## src/hw/annunciator_panel_regs.vh

```
// constants for the annunciator front-panel control block
`ifndef ANNUNCIATOR_PANEL_REGS_VH
`define ANNUNCIATOR_PANEL_REGS_VH
`define CLK_HZ 10000000
`define T_COLUMN_MS 1000
`define T_LED_MS 500
`define T_HOLD_MS 3000
`define T_IDLE_MS 15000
`define T_CONFIRM_MS 4000
`define T_EXITFLASH_MS 3000
`define T_BLINK_MS 250
`define T_DEBOUNCE_MS 20
`define CYC_PER_MS (`CLK_HZ / 1000)
`define GROUP_RESET 2'h3
`define GROUP_FIRST_FIXED 2'h2
`endif

```

## src/hw/annunciator_panel.v

```verilog
// annunciator front-panel control: status led, lamp test, acknowledge, group select
`timescale 1ns/1ns
`default_nettype none
`include "annunciator_panel_regs.vh"
// How it works
// - status pair: red link fault, green receiving, flashing green on comm loss
// - status pair alternates red/green with no application or in group select
// - lamp test held repeats column test then individual led test forever
// - left column one second, right one second; pair done twice
// - horn sounds only in second column run of first test cycle
// - one led per half second: left column down, status pair, right column up
// - after individual test the cycle restarts at column test
// - releasing lamp test ends the test at once
// - local acknowledge steadies flashing active leds and silences horn
// - local acknowledge is never sent onto the link
// - link global acknowledge steadies leds and silences horn
// - after acknowledge horn stays off until a new event with its horn flag set arrives
// - four groups; three and four fixed maps, one and two custom
// - each group monitors thirty-two link events
// - assigned group resets to group four
// - in group select, selected-group events are held until exit
// - new assignment applies immediately without restart
// - status pair alternates at 2 hz throughout group select
// - both buttons held three seconds enters group select
// - entry confirmed by flashing top four rows four times at 1 s
// - rows 1-4: left solid for assigned, right for selected; others off
// - lamp test steps group one way, acknowledge the other, wrapping
// - fifteen seconds without a press exits and discards the selection
// - both held three seconds in select stores selection then exits
// - any exit flashes all sixteen rows three seconds then resumes
module annunciator_panel #(
	parameter ROWS = 16,
	parameter EVENTS = 32,
	parameter MS_CYC = `CYC_PER_MS
) (
	input wire core_clk_i,
	input wire reset_n_i,
	input wire lamp_test_button_i,
	input wire ack_button_i,
	input wire link_fault_i,
	input wire link_rx_active_i,
	input wire link_lost_i,
	input wire app_loaded_i,
	input wire global_ack_i,
	input wire [EVENTS-1:0] event_active_i,
	input wire [EVENTS-1:0] event_horn_i,
	input wire [1:0] event_group_i,
	output reg [ROWS-1:0] left_led_o,
	output reg [ROWS-1:0] right_led_o,
	output reg status_red_o,
	output reg status_green_o,
	output reg horn_o,
	output reg [1:0] assigned_group_o,
	output reg group_select_mode_o,
	output reg group_is_custom_o
);
	localparam S_NORMAL = 5'h01;
	localparam S_LAMP = 5'h02;
	localparam S_CONFIRM = 5'h04;
	localparam S_SELECT = 5'h08;
	localparam S_EXIT = 5'h10;
	localparam [31:0] MS_W = MS_CYC;
	localparam LED_STEPS = 2 * ROWS + 2;

	// millisecond tick shared by all timers
	reg [31:0] pre_ff;
	reg ms_tick_ff;
	always @(posedge core_clk_i)
	begin
		if (!reset_n_i)
		begin
			pre_ff <= 32'h0;
			ms_tick_ff <= 1'b0;
		end
		else
		begin
			ms_tick_ff <= (pre_ff == MS_W - 32'h1);
			pre_ff <= (pre_ff == MS_W - 32'h1) ? 32'h0 : pre_ff + 32'h1;
		end
	end

	// two-stage sync then 20 ms stability debounce
	reg [1:0] lt_sync_ff, ak_sync_ff;
	reg lt_ff, ak_ff, lt_d_ff, ak_d_ff;
	reg [4:0] lt_cnt_ff, ak_cnt_ff;
	always @(posedge core_clk_i)
	begin
		if (!reset_n_i)
		begin
			lt_sync_ff <= 2'h0;
			ak_sync_ff <= 2'h0;
			lt_ff <= 1'b0;
			ak_ff <= 1'b0;
			lt_d_ff <= 1'b0;
			ak_d_ff <= 1'b0;
			lt_cnt_ff <= 5'h0;
			ak_cnt_ff <= 5'h0;
		end
		else
		begin
			lt_sync_ff <= {lt_sync_ff[0], lamp_test_button_i};
			ak_sync_ff <= {ak_sync_ff[0], ack_button_i};
			lt_d_ff <= lt_ff;
			ak_d_ff <= ak_ff;
			if (lt_sync_ff[1] == lt_ff)
				lt_cnt_ff <= 5'h0;
			else if (ms_tick_ff)
			begin
				if (lt_cnt_ff == `T_DEBOUNCE_MS - 1)
					lt_ff <= lt_sync_ff[1];
				lt_cnt_ff <= lt_cnt_ff + 5'h1;
			end
			if (ak_sync_ff[1] == ak_ff)
				ak_cnt_ff <= 5'h0;
			else if (ms_tick_ff)
			begin
				if (ak_cnt_ff == `T_DEBOUNCE_MS - 1)
					ak_ff <= ak_sync_ff[1];
				ak_cnt_ff <= ak_cnt_ff + 5'h1;
			end
		end
	end

	wire both_w = lt_ff & ak_ff;
	// a press counts at release so a two-button hold never becomes a step
	wire lt_rel_w = lt_d_ff & ~lt_ff;
	wire ak_rel_w = ak_d_ff & ~ak_ff;

	reg [4:0] st_ff;
	reg [15:0] tmr_ff;
	reg [15:0] hold_ff;
	reg combo_ff;
	reg [1:0] sel_ff;
	reg [1:0] lamp_cyc_ff;
	reg [5:0] lamp_step_ff;
	reg first_cycle_ff;
	reg [EVENTS-1:0] acked_ff, prev_ev_ff;
	reg silenced_ff;
	reg [8:0] blink_ff;
	reg blink_ff_ph;

	// group select holds off annunciation of events from the selected group
	wire defer_w = (st_ff == S_SELECT || st_ff == S_CONFIRM) && event_group_i == sel_ff;
	wire [EVENTS-1:0] ev_w = defer_w ? {EVENTS{1'b0}} : event_active_i;
	wire [EVENTS-1:0] new_ev_w = ev_w & ~prev_ev_ff;
	wire any_ack_w = (st_ff == S_NORMAL && ak_rel_w && !combo_ff) || global_ack_i;

	// 2 hz alternation: 250 ms half period
	always @(posedge core_clk_i)
	begin
		if (!reset_n_i)
		begin
			blink_ff <= 9'h0;
			blink_ff_ph <= 1'b0;
		end
		else if (ms_tick_ff)
		begin
			blink_ff <= (blink_ff == `T_BLINK_MS - 1) ? 9'h0 : blink_ff + 9'h1;
			if (blink_ff == `T_BLINK_MS - 1)
				blink_ff_ph <= ~blink_ff_ph;
		end
	end

	// acknowledge latches; local ack stays here, nothing goes out on the link
	always @(posedge core_clk_i)
	begin
		if (!reset_n_i)
		begin
			acked_ff <= {EVENTS{1'b0}};
			prev_ev_ff <= {EVENTS{1'b0}};
			silenced_ff <= 1'b0;
		end
		else
		begin
			prev_ev_ff <= ev_w;
			if (any_ack_w)
				acked_ff <= ev_w;
			else
				acked_ff <= acked_ff & ev_w;
			// a new event with its horn flag set wins over a same-cycle acknowledge
			if (|(new_ev_w & event_horn_i))
				silenced_ff <= 1'b0;
			else if (any_ack_w)
				silenced_ff <= 1'b1;
		end
	end

	// main mode sequencer
	always @(posedge core_clk_i)
	begin
		if (!reset_n_i)
		begin
			st_ff <= S_NORMAL;
			tmr_ff <= 16'h0;
			hold_ff <= 16'h0;
			combo_ff <= 1'b0;
			sel_ff <= `GROUP_RESET;
			assigned_group_o <= `GROUP_RESET;
			lamp_cyc_ff <= 2'h0;
			lamp_step_ff <= 6'h0;
			first_cycle_ff <= 1'b1;
		end
		else
		begin
			if (both_w)
				combo_ff <= 1'b1;
			else if (!lt_ff && !ak_ff)
				combo_ff <= 1'b0;
			if (!both_w)
				hold_ff <= 16'h0;
			else if (ms_tick_ff && hold_ff != 16'hffff)
				hold_ff <= hold_ff + 16'h1;
			if (ms_tick_ff)
				tmr_ff <= tmr_ff + 16'h1;
			case (st_ff)
				S_NORMAL:
				begin
					if (both_w && hold_ff == `T_HOLD_MS)
					begin
						st_ff <= S_CONFIRM;
						sel_ff <= assigned_group_o;
						tmr_ff <= 16'h0;
					end
					else if (lt_ff && !ak_ff && !combo_ff)
					begin
						st_ff <= S_LAMP;
						tmr_ff <= 16'h0;
						lamp_cyc_ff <= 2'h0;
						lamp_step_ff <= 6'h0;
						first_cycle_ff <= 1'b1;
					end
				end
				S_LAMP:
				begin
					if (!lt_ff || ak_ff)
						st_ff <= S_NORMAL;
					else if (lamp_step_ff == 6'h0)
					begin
						// column phase: four one-second halves
						if (ms_tick_ff && tmr_ff == `T_COLUMN_MS - 1)
						begin
							tmr_ff <= 16'h0;
							lamp_cyc_ff <= lamp_cyc_ff + 2'h1;
							if (lamp_cyc_ff == 2'h3)
								lamp_step_ff <= 6'h1;
						end
					end
					else if (ms_tick_ff && tmr_ff == `T_LED_MS - 1)
					begin
						tmr_ff <= 16'h0;
						if (lamp_step_ff == LED_STEPS)
						begin
							lamp_step_ff <= 6'h0;
							lamp_cyc_ff <= 2'h0;
							first_cycle_ff <= 1'b0;
						end
						else
							lamp_step_ff <= lamp_step_ff + 6'h1;
					end
				end
				S_CONFIRM:
				begin
					if (ms_tick_ff && tmr_ff == `T_CONFIRM_MS - 1)
					begin
						st_ff <= S_SELECT;
						tmr_ff <= 16'h0;
					end
				end
				S_SELECT:
				begin
					if (both_w && hold_ff == `T_HOLD_MS)
					begin
						assigned_group_o <= sel_ff;
						st_ff <= S_EXIT;
						tmr_ff <= 16'h0;
					end
					else if (lt_ff || ak_ff)
						tmr_ff <= 16'h0;
					else if (ms_tick_ff && tmr_ff == `T_IDLE_MS - 1)
					begin
						st_ff <= S_EXIT;
						tmr_ff <= 16'h0;
					end
					if (lt_rel_w && !combo_ff)
						sel_ff <= sel_ff - 2'h1;
					else if (ak_rel_w && !combo_ff)
						sel_ff <= sel_ff + 2'h1;
				end
				S_EXIT:
				begin
					if (ms_tick_ff && tmr_ff == `T_EXITFLASH_MS - 1)
						st_ff <= S_NORMAL;
				end
				default:
					st_ff <= S_NORMAL;
			endcase
		end
	end

	// output image
	reg [ROWS-1:0] nxt_left, nxt_right;
	reg nxt_red, nxt_green, nxt_horn;
	integer i;
	always @*
	begin
		nxt_left = {ROWS{1'b0}};
		nxt_right = {ROWS{1'b0}};
		nxt_horn = 1'b0;
		nxt_red = 1'b0;
		nxt_green = 1'b0;
		// two events per row; unacked events flash, acked ones are steady
		for (i = 0; i < ROWS; i = i + 1)
		begin
			nxt_left[i] = ev_w[2*i] & (acked_ff[2*i] | blink_ff_ph);
			nxt_right[i] = ev_w[2*i+1] & (acked_ff[2*i+1] | blink_ff_ph);
		end
		nxt_horn = |(ev_w & event_horn_i) & ~silenced_ff;
		if (link_fault_i)
			nxt_red = 1'b1;
		else if (!app_loaded_i)
		begin
			nxt_red = blink_ff_ph;
			nxt_green = ~blink_ff_ph;
		end
		else if (link_lost_i)
			nxt_green = blink_ff_ph;
		else
			nxt_green = link_rx_active_i;
		case (st_ff)
			S_LAMP:
			begin
				nxt_red = 1'b0;
				nxt_green = 1'b0;
				nxt_horn = 1'b0;
				if (lamp_step_ff == 6'h0)
				begin
					nxt_left = lamp_cyc_ff[0] ? {ROWS{1'b0}} : {ROWS{1'b1}};
					nxt_right = lamp_cyc_ff[0] ? {ROWS{1'b1}} : {ROWS{1'b0}};
					nxt_horn = first_cycle_ff & lamp_cyc_ff[1];
				end
				else
				begin
					nxt_left = {ROWS{1'b0}};
					nxt_right = {ROWS{1'b0}};
					// steps 1..ROWS left down, then both status leds, then right up
					for (i = 0; i < ROWS; i = i + 1)
					begin
						nxt_left[i] = (lamp_step_ff == i + 1);
						nxt_right[i] = (lamp_step_ff == LED_STEPS - i);
					end
					nxt_red = (lamp_step_ff == ROWS + 1);
					nxt_green = (lamp_step_ff == ROWS + 2);
				end
			end
			S_CONFIRM:
			begin
				nxt_left = {ROWS{1'b0}};
				nxt_right = {ROWS{1'b0}};
				nxt_left[3:0] = {4{tmr_ff < 16'd500 || (tmr_ff % 16'd1000) < 16'd500}};
				nxt_left[3:0] = {4{(tmr_ff % 16'd1000) < 16'd500}};
				nxt_right[3:0] = nxt_left[3:0];
				nxt_horn = 1'b0;
				nxt_red = blink_ff_ph;
				nxt_green = ~blink_ff_ph;
			end
			S_SELECT:
			begin
				nxt_left = {ROWS{1'b0}};
				nxt_right = {ROWS{1'b0}};
				nxt_left[assigned_group_o] = 1'b1;
				nxt_right[sel_ff] = 1'b1;
				nxt_horn = 1'b0;
				nxt_red = blink_ff_ph;
				nxt_green = ~blink_ff_ph;
			end
			S_EXIT:
			begin
				nxt_left = {ROWS{blink_ff_ph}};
				nxt_right = {ROWS{blink_ff_ph}};
				nxt_horn = 1'b0;
			end
			default:
			begin
			end
		endcase
	end

	always @(posedge core_clk_i)
	begin
		if (!reset_n_i)
		begin
			left_led_o <= {ROWS{1'b0}};
			right_led_o <= {ROWS{1'b0}};
			status_red_o <= 1'b0;
			status_green_o <= 1'b0;
			horn_o <= 1'b0;
			group_select_mode_o <= 1'b0;
			group_is_custom_o <= 1'b0;
		end
		else
		begin
			left_led_o <= nxt_left;
			right_led_o <= nxt_right;
			status_red_o <= nxt_red;
			status_green_o <= nxt_green;
			horn_o <= nxt_horn;
			group_select_mode_o <= (st_ff == S_CONFIRM) || (st_ff == S_SELECT);
			group_is_custom_o <= (assigned_group_o < `GROUP_FIRST_FIXED);
		end
	end
endmodule
`default_nettype wire

```

## config.mk

```make
export PLATFORM = sky130hd
export DESIGN_NAME = annunciator_panel
export DESIGN_NICKNAME = d
export VERILOG_FILES = /design/src/hw/annunciator_panel.v
export VERILOG_INCLUDE_DIRS = /design/src /design/src/hw
export SDC_FILE = /design/constraint.sdc
export NUM_CORES = 1
export LEC_CHECK = 0
export ABC_CLOCK_PERIOD_IN_PS = 9600
export BUFFER_PORTS_ARGS = -buffer_cell sky130_fd_sc_hd__buf_4
export CAP_MARGIN = 20
export CORE_AREA = 3 3 171 206
export CTS_CLUSTER_DIAMETER = 120
export DETAILED_ROUTE_END_ITERATION = 16
export DIE_AREA = 0 0 174 209
export PLACE_DENSITY = 0.48
export SYNTH_ARGS = -nofsm -noshare
export SYNTH_HDL_FRONTEND = slang
export SYNTH_SLANG_ARGS = --single-unit
```

## constraint.sdc

```tcl
create_clock -name core_clk_i -period 9.6 [get_ports core_clk_i]
set_input_delay 0.96 -clock core_clk_i [delete_from_list [all_inputs] [get_ports core_clk_i]]
set_output_delay 0.96 -clock core_clk_i [all_outputs]
set_load 0.02 [all_outputs]
```

==> impl_metrics.py, run 1 <==
metrics = {
    "logic_synthesis": {
        "netlist_area_mm2": 0.0113,
        "yosysWarningCount": 0,
        "syn_inst": 1373,
        "ys_seq_area_frac": 0.379,
        "synthTopCellsByArea": "dfxtp_1, nor2_1, a21oi_1",
        "synth_edf_count": 0,
        "synthArstFlopShare": 0,
        "synth_flop_cell": "dfxtp_1",
        "syn_nets": 1465,
        "synth_cell_type_count": 95,
        "synthTopCellsByCount": "dfxtp_1, nor2_1, nand2_1, a21oi_1, and2_1",
        "synth_area_leader_cell": "dfxtp_1",
        "synth_top_area_frac": 0.379,
        "synth_area_per_cell_um2": 8.22,
        "synth-seq-cells": 214,
        "yosysMostFrequentCell": "dfxtp_1",
    },
    "grt": {
        "overflow": 0,
        "grt_max_degree": 40,
        "grt_first_pass_wirelength_um": 54900,
        "grt_antenna_before_repair": 2,
        "grtUsageTotal": 0.182,
        "grt_pass1_vias": 10200,
    },
    "critical_path": {
        "crit_arrival_ns": 6.19,
        "end_kind": "flop",
        "worstReg2RegEnd": "right_led_o[2]$_SDFF_PN0_",
        "worstReg2RegStart": "tmr_ff[10]$_SDFF_PN0_",
        "r2r_cells": 17,
        "reg2reg_slack_ns": 3.86,
        "cp_max_fo": 19,
        "crit_path_start_kind": "flop",
        "path_class": "flop to flop",
        "required_ns": 10.06,
    },
    "layout": {
        "post-route-util": 0.400,
        "nets": 1544,
        "multiInputGateArea_mm2": 0.00656,
        "regArea_mm2": 0.00428,
        "num_antenna_cells": 0,
        "fill_cells": 3535,
        "drive_gt1_frac": 0.150,
        "syn2layout_area_growth_pct": 17.8,
    },
    "detailed_routing": {
        "dr.pass1.iters": 5,
        "wl_per_cell_um": 17.7,
        "routed_wl_um": 33900,
        "via_count": 10200,
        "viasPerCell": 5.31,
        "drt_iter0_drc": 598,
        "antenna_left": 0,
        "drc": 0,
    },
    "clocking": {
        "h-tree-depth": 1,
        "root_buffer": "clkbuf_16",
        "cts_resized": 0,
        "cts_hold_buf": 0,
        "cts_tree": "yes",
        "clk_latency_ns": 0.53,
        "clock_sinks": 214,
        "clkSlewWorstSetupHoldPaths_ns": 0.06,
        "cts_setup_buffers": 0,
        "cts_buffers": 25,
        "clk_path_buf_depth": 3,
    },
    "hold_path": {
        "hold_class": "flop to flop",
        "hold_path_startpoint": "lt_sync_ff[0]$_SDFF_PN0_",
        "hold_end": "lt_sync_ff[1]$_SDFF_PN0_",
        "hold_depth": 1,
    },
    "timing": {
        "max_freq_ghz": 0.174,
        "relSlewSlack": 0.376,
        "period_share": 0.598,
        "period_needed_ns": 5.74,
        "worst_pin_slew_ns": 0.931,
        "hold_viol_final": 0,
        "finalWorstSetupSlack_ns": 3.86,
        "rsz0062_at_grt": "no",
        "setup_viol_count_final": 0,
        "fin_setup_tns_ns": 0,
        "fin_worst_skew_ns": 0.0111,
        "slew_violations": 0,
    },
    "pwr": {
        "vdd_drop_max_mv": 0.113,
        "power.leakage_uw": 0.00495,
        "p_per_area_mw_per_mm2": 149,
        "power_uw": 1980,
    },
    "run_status": {
        "status": "complete, no violations",
    },
    "die": {
        "die_x_um": 174,
        "io_pins": 114,
        "core_mm2": 0.0332,
        "num_rows": 73,
        "start_util": 0.340,
        "fp.dieH_um": 209,
        "die_area_mm2": 0.0364,
    },
    "placement": {
        "port_buffers": 113,
        "globalplace.congestion": 0.885,
        "post-dp-hpwl_um": 24700,
        "dpl_worst_slack_ns": 3.90,
    },
    "flow_run": {
        "maxCapViolCount": 0,
    },
}
==> metal layers <==
metal  vias up  share of wire  track usage
met3        56          0.042       0.0273
met5         -         0.0010            0
met4         4          0.025       0.0560
met2       236           0.48        0.318
li1       5080              -            -
met1      4794           0.45        0.232
==> metrics by stage <==
step | instance area (µm²) | std cells | hold WS (ns)
2_1_floorplan | 11300 | 1373 | 0.412
3_3_place_gp | 12500 | 1874 | 0.415
3_5_place_dp | 12500 | 1874 | 0.419
4_1_cts | 13300 | 1916 | 0.443
5_1_grt | 13300 | 1917 | 0.464
6_report | 13300 | 1917 | 0.438
==> cells in the final DEF, fill, tap and decap left out, drive strengths merged, types with 32 or more instances in the layout <==
cell type | Yosys | final
nor2 | 150 | 150
xor2 | 44 | 44
nand4 | 36 | 36
o22ai | 37 | 37
nand3 | 43 | 43
buf | 25 | 127
and2 | 68 | 68
nand2 | 124 | 124
xnor2 | 42 | 42
inv | 31 | 32
o21ai | 68 | 68
dfxtp | 214 | 214
a21oi | 97 | 97
o21a | 39 | 39
==> worst max-delay path, cell delays in order (launching register included) <==
cell       delay (ns)
dfxtp_1          0.75
and2_1           0.40
a21oi_1          0.15
a211oi_2         0.31
a31o_1           0.51
nor2_1           0.11
o22ai_2          0.63
mux2i_1          0.41
o211ai_1         0.18
a211oi_2         0.50
a31oi_1          0.18
o2bb2ai_2        0.32
and3_1           0.25
a31o_4           0.17
nor4_1           0.05
a311oi_1         0.32
o211ai_2         0.22
a31oi_1          0.21
==> logic make-up (layout without fill, tap and decap cells) <==
family / count (synthesis) / after routing / synth area share
and+or+nand+nor: 571 / 571 / 0.256
buffers and inverters: 107 / 201 / 0.0425
DFF: 214 / 214 / 0.379
adders and majority gates: 18 / 18 / 0.0197
AOI/OAI and AO/OA: 355 / 355 / 0.216
muxes: 22 / 22 / 0.0199
xor gates and xnor gates: 86 / 86 / 0.0667
==> report_power, final <==
part	switching (µW)	internal [µW]
sequential	8.11	907
combinational	51.1	46.6
clock	384	579
==> flip-flops by register name, indices dropped and copies added, names as in the netlist, 2 cells and up <==
name and flops:
acked_ff 32, pre_ff 32, prev_ev_ff 32, hold_ff 16, left_led_o 16, right_led_o 16, tmr_ff 16, blink_ff 9
lamp_step_ff 6, ak_cnt_ff 5, lt_cnt_ff 5, st_ff 5, ak_sync_ff 2, assigned_group_o 2, lamp_cyc_ff 2, lt_sync_ff 2
sel_ff 2
==> how the worst max path moves through the flow <==
stage | from | to | slack, ns | depth (start not counted)
after floorplan | tmr_ff[13]$_SDFF_PN0_ | left_led_o[0]$_SDFF_PN0_ | 5.35 | 19
after global placement | tmr_ff[10]$_SDFF_PN0_ | left_led_o[3]$_SDFF_PN0_ | 4.08 | 17
after detailed placement | tmr_ff[10]$_SDFF_PN0_ | right_led_o[2]$_SDFF_PN0_ | 3.90 | 17
after CTS | tmr_ff[10]$_SDFF_PN0_ | right_led_o[2]$_SDFF_PN0_ | 3.89 | 17
after global routing | tmr_ff[10]$_SDFF_PN0_ | left_led_o[3]$_SDFF_PN0_ | 3.36 | 17
final | tmr_ff[10]$_SDFF_PN0_ | right_led_o[2]$_SDFF_PN0_ | 3.86 | 17
==> final cells by class <==
cell class,instances,area share
Timing Repair Buffer,127,0.0717
Sequential cell,214,0.322
Inverter,32,0.00903
Clock inverter,11,0.0106
Clock buffer,31,0.0510
Multi-Input combinational cell,1052,0.493
Tap cell,450,0.0423
No activity file was read; power rests on OpenSTA's default activity.
==> run 2: changes to the inputs <==
ABC_CLOCK_PERIOD_IN_PS = 5700   (was 9600)
clock period = 5.7 ns   (was 9.6 ns; I/O delays follow)
==> impl_metrics.py, run 2 (synthesis results as in run 1) <==
metrics = {
    "critical_path": {
        "reg2reg_slack_ns": 0.50,
        "cp_max_fo": 13,
        "crit_arrival_ns": 5.60,
        "r2r_cells": 17,
        "worstReg2RegEnd": "left_led_o[0]$_SDFF_PN0_",
        "end_kind": "flop",
        "required_ns": 6.10,
        "worstReg2RegStart": "tmr_ff[13]$_SDFF_PN0_",
        "path_class": "flop to flop",
        "crit_path_start_kind": "flop",
    },
    "hold_path": {
        "hold_path_startpoint": "ack_button_i",
        "hold_depth": 2,
        "hold_class": "input port to flop",
        "hold_end": "ak_sync_ff[0]$_SDFF_PN0_",
    },
    "run_status": {
        "status": "complete, no violations",
    },
    "layout": {
        "fill_cells": 3475,
        "drive_gt1_frac": 0.163,
        "final_cell_mix": "dfxtp_1, nor2_1, buf_4",
        "nets": 1557,
        "final_common_cell": "dfxtp_1",
        "num_antenna_cells": 0,
        "reg_top3": "acked_ff: 32 flops, pre_ff: 32 flops, prev_ev_ff: 32 flops",
        "syn2layout_area_growth_pct": 19.2,
    },
    "detailed_routing": {
        "viasPerCell": 5.29,
        "wl_per_cell_um": 17.7,
        "antenna_left": 0,
        "routed_wl_um": 34200,
        "drc": 0,
        "dr.pass1.iters": 5,
        "drt_iter0_drc": 594,
        "via_count": 10200,
    },
    "pwr": {
        "pwr-share-seq": 0.457,
        "combinationalPowerShare": 0.049,
        "clockPowerShare": 0.495,
        "p_int_uw": 2580,
        "switching_share": 0.235,
        "switching_power_uw": 794,
        "power.leakage_uw": 0.00504,
        "vdd_drop_max_mv": 0.182,
        "p_per_area_mw_per_mm2": 251,
    },
    "timing": {
        "relSlewSlack": 0.358,
        "holdWs_ns": 0.237,
        "max_freq_ghz": 0.192,
        "worst_pin_slew_ns": 0.957,
        "period_needed_ns": 5.20,
        "slew_violations": 0,
        "period_share": 0.912,
        "fin_setup_tns_ns": 0,
        "hold_viol_final": 0,
        "fin_worst_skew_ns": 0.0278,
        "setup_viol_count_final": 0,
        "rsz0062_at_grt": "no",
    },
    "placement": {
        "post-dp-hpwl_um": 25200,
        "port_buffers": 113,
        "globalplace.congestion": 0.862,
    },
    "grt": {
        "grt_first_pass_wirelength_um": 55000,
        "grtUsageTotal": 0.183,
        "grt_pass1_vias": 10300,
        "grt_max_degree": 40,
        "grt_antenna_before_repair": 3,
        "overflow": 0,
    },
    "clocking": {
        "root_buffer": "clkbuf_16",
        "clk_latency_ns": 0.55,
        "h-tree-depth": 1,
        "cts_setup_buffers": 0,
        "clkSlewWorstSetupHoldPaths_ns": 0.06,
        "cts_tree": "yes",
        "clock_sinks": 214,
        "cts_buffers": 25,
        "clk_path_buf_depth": 3,
    },
    "die": {
        "fp.dieH_um": 209,
        "die_area_mm2": 0.0364,
        "num_rows": 73,
        "start_util": 0.340,
        "core_mm2": 0.0332,
        "io_pins": 114,
        "die_x_um": 174,
    },
    "flow_run": {
        "maxCapViolCount": 0,
    },
}
-- run 2: changes by cell type in the layout (fill, tap and decap cells not counted), sizes merged --
cell / delta
buf: +13
clkinvlp: +1
clkinv: +4
inv: +1
clkbuf: -2
-- run 2: worst max-delay path by stage --
stage | from | to | cells past startpoint
after global placement | tmr_ff[11]$_SDFF_PN0_ | left_led_o[2]$_SDFF_PN0_ | 17
after CTS | tmr_ff[11]$_SDFF_PN0_ | left_led_o[0]$_SDFF_PN0_ | 17
after floorplan | tmr_ff[13]$_SDFF_PN0_ | left_led_o[0]$_SDFF_PN0_ | 19
final | tmr_ff[13]$_SDFF_PN0_ | left_led_o[0]$_SDFF_PN0_ | 17
after global routing | tmr_ff[13]$_SDFF_PN0_ | left_led_o[2]$_SDFF_PN0_ | 17
after detailed placement | tmr_ff[11]$_SDFF_PN0_ | left_led_o[0]$_SDFF_PN0_ | 17
-- run 2: final cells by class --
type	count	area, µm²	share of cell area
Multi-Input combinational cell	1052	6570	0.488
Clock buffer	29	651	0.0483
Timing Repair Buffer	140	1050	0.0781
Sequential cell	214	4290	0.319
Inverter	32	120	0.00892
Tap cell	450	563	0.0418
Clock inverter	17	215	0.0160
-- run 2: power by group through the flow --
stage | logic [µW] | clock network (µW) | registers [µW]
2_1_floorplan | 72.7 | 0 | 1580
3_3_place_gp | 165 | 0 | 1570
4_1_cts | 166 | 1720 | 1540
3_5_place_dp | 165 | 0 | 1570
5_1_grt | 180 | 1780 | 1540
6_report | 164 | 1670 | 1540
-- run 2: critical path, stage by stage, from the launching register on --
cell	delay, ns
dfxtp_1	0.54
and4_1	0.43
mux2i_1	0.33
a211oi_2	0.19
nor3_1	0.34
a311oi_2	0.19
o22ai_4	0.44
mux2i_1	0.22
o211a_2	0.34
or3_1	0.36
and2_1	0.21
o2111ai_1	0.11
o211ai_1	0.21
a31o_4	0.30
o41ai_1	0.26
a21oi_1	0.08
o211ai_2	0.35
a31oi_1	0.14
-- run 2: layer usage --
layer  vias up  GRT usage  wire length (µm)
met4         6     0.0588               908
li1       5119          -                 -
met1      4806      0.236             15300
met5         -          0                46
met3        58     0.0298              1580
met2       242      0.313             16300
-- run 2: repair_timing --
item / in CTS / in global routing
resized for setup: 0 / 6
setup endpoints to repair: 0 / 8
hold buffers: 0 / 0
-- run 2: through the flow --
stage	total power, µW	std cells	utilization	cell area (µm²)	setup slack [ns]
after detailed placement	1740	1887	0.378	12600	0.263
after CTS	3430	1933	0.404	13400	0.219
after global routing	3510	1934	0.405	13500	0.0506
after floorplan	1650	1373	-	11300	1.45
final	3370	1934	0.405	13500	0.501
after global placement	1740	1887	0.378	12600	0.371
==> run 3: changes to the inputs <==
CORE_AREA = 3 3 130 157   (was 3 3 171 206)
CTS_BUF_LIST = sky130_fd_sc_hd__clkbuf_8   (was default)
DIE_AREA = 0 0 133 160   (was 0 0 174 209)
PLACE_DENSITY = 0.78   (was 0.48)
==> impl_metrics.py, run 3 (synthesis results as in run 1) <==
metrics = {
    "run_status": {
        "status": "complete, no violations",
    },
    "hold_path": {
        "hold_depth": 2,
        "hold_class": "input port to flop",
    },
    "grt": {
        "overflow": 0,
        "grt_antenna_before_repair": 0,
        "grtUsageTotal": 0.281,
        "grt_max_degree": 43,
        "grt_pass1_vias": 10100,
        "grt_first_pass_wirelength_um": 50100,
    },
    "critical_path": {
        "path_class": "flop to flop",
        "crit_chain": "or2_0, o22ai_1, a211oi_2, a31o_1, nor2_1, o22ai_4, mux2i_1, o211a_2, or3_1, and2_1, o2111ai_1, o211ai_1, a31o_4, o41ai_1, a21oi_1, o211ai_2, a31oi_1",
        "cp_max_fo": 14,
        "r2r_cells": 17,
        "crit_slowest_cell": "dfxtp_1",
        "crit_arrival_ns": 5.61,
        "cp_top_family": "compound AO/OA/AOI/OAI gates",
        "reg2reg_slack_ns": 0.46,
        "crit_buf_inv": 0,
        "crit_path_start_kind": "flop",
        "cpPeakStageDelay_ns": 0.64,
        "cp_num_cells": 17,
        "end_kind": "flop",
        "required_ns": 6.08,
    },
    "timing": {
        "worst_pin_slew_ns": 1.09,
        "max_freq_ghz": 0.191,
        "slew_violations": 0,
        "period_share": 0.919,
        "hold_viol_final": 0,
        "finalWorstSetupSlack_ns": 0.463,
        "fin_setup_tns_ns": 0,
        "holdWs_ns": 0.255,
        "rsz0062_at_grt": "no",
        "relSlewSlack": 0.272,
        "period_needed_ns": 5.24,
        "fin_worst_skew_ns": 0.0290,
        "setup_viol_count_final": 0,
    },
    "detailed_routing": {
        "drc": 0,
        "drt_iter0_drc": 818,
        "antenna_left": 0,
        "wl_per_cell_um": 17.4,
        "viasPerCell": 6.00,
        "via_count": 10500,
        "dr.pass1.iters": 5,
        "routed_wl_um": 30600,
    },
    "die": {
        "core_mm2": 0.0189,
        "start_util": 0.597,
        "io_pins": 114,
        "die_x_um": 133,
        "die_area_mm2": 0.0213,
        "num_rows": 55,
        "fp.dieH_um": 160,
    },
    "layout": {
        "reg_top3": "acked_ff: 32 flops, pre_ff: 32 flops, prev_ev_ff: 32 flops",
        "drive_gt1_frac": 0.164,
        "syn2layout_area_growth_pct": 15.5,
        "nets": 1567,
        "instances_no_fill": 1756,
        "num_antenna_cells": 0,
        "final_cell_mix": "dfxtp_1, nor2_1, buf_4",
        "final_common_cell": "dfxtp_1",
    },
    "pwr": {
        "power.leakage_uw": 0.00503,
        "power_uw": 3020,
        "vdd_drop_max_mv": 0.249,
        "p_per_area_mw_per_mm2": 231,
    },
    "clocking": {
        "clkSlewWorstSetupHoldPaths_ns": 0.06,
        "cts_tree": "yes",
        "cts_buffers": 35,
        "clk_path_buf_depth": 3,
        "h-tree-depth": 2,
        "clk_latency_ns": 0.53,
        "cts_setup_buffers": 0,
        "clock_sinks": 214,
        "root_buffer": "clkbuf_8",
    },
    "placement": {
        "globalplace.congestion": 0.994,
        "dp_cells": 1692,
        "port_buffers": 113,
        "dpl_worst_slack_ns": 0.385,
        "post-dp-hpwl_um": 22500,
    },
    "flow_run": {
        "maxCapViolCount": 0,
    },
}
## run 3: final timing paths
kind | startpoint | endpoint
setup / recovery | tmr_ff[9]$_SDFF_PN0_ | right_led_o[1]$_SDFF_PN0_
hold / removal | lamp_test_button_i | lt_sync_ff[0]$_SDFF_PN0_
setup reg to reg | tmr_ff[9]$_SDFF_PN0_ | right_led_o[1]$_SDFF_PN0_
hold reg to reg | lt_sync_ff[0]$_SDFF_PN0_ | lt_sync_ff[1]$_SDFF_PN0_
## run 3: power breakdown
part	total (µW)	switching, µW	internal (µW)
Sequential	1540	14.1	1530
Combinational	162	82.7	78.9
Clock	1310	610	701
Total	3020	707	2310
## run 3: timing repair
action	CTS	global route
setup endpoints to repair	0	8
hold endpoints to repair	0	0
resized for setup	0	3
hold buffers	0	0
## run 3: through the flow
stage / cell area (µm²) / util
floorplan: 11300 / -
global placement: 12300 / 0.650
detailed placement: 12300 / 0.651
CTS: 13000 / 0.688
global route: 13000 / 0.689
finish: 13000 / 0.689
## run 3: cell type report
class                      count  area (µm²)
multi-input combinational   1052        6570
fill                        1625        5880
sequential                   214        4280
timing repair buffer         140        1060
clock buffer                  44         606
tap                          256         320
inverter                      32         120
clock inverter                18        92.6
## run 3: metal layers
| metal | wire (µm) | share of wire | up-vias | track usage |
|---|---|---|---|---|
| met5 | 0 | 0 | - | 0 |
| met4 | 1510 | 0.049 | 0 | 0.140 |
| met3 | 1710 | 0.056 | 89 | 0.0428 |
| met2 | 14900 | 0.49 | 389 | 0.480 |
| met1 | 12500 | 0.41 | 4923 | 0.342 |
| li1 | - | - | 5143 | - |
## run 3: worst reg2reg max path: cells and delay by family (launching register included)
kind | cells | cell delay [ns]
AO/OA/AOI/OAI | 12 | 3.11
flip-flops | 1 | 0.64
multiplexers | 1 | 0.24
AND/OR/NAND/NOR | 4 | 1.09
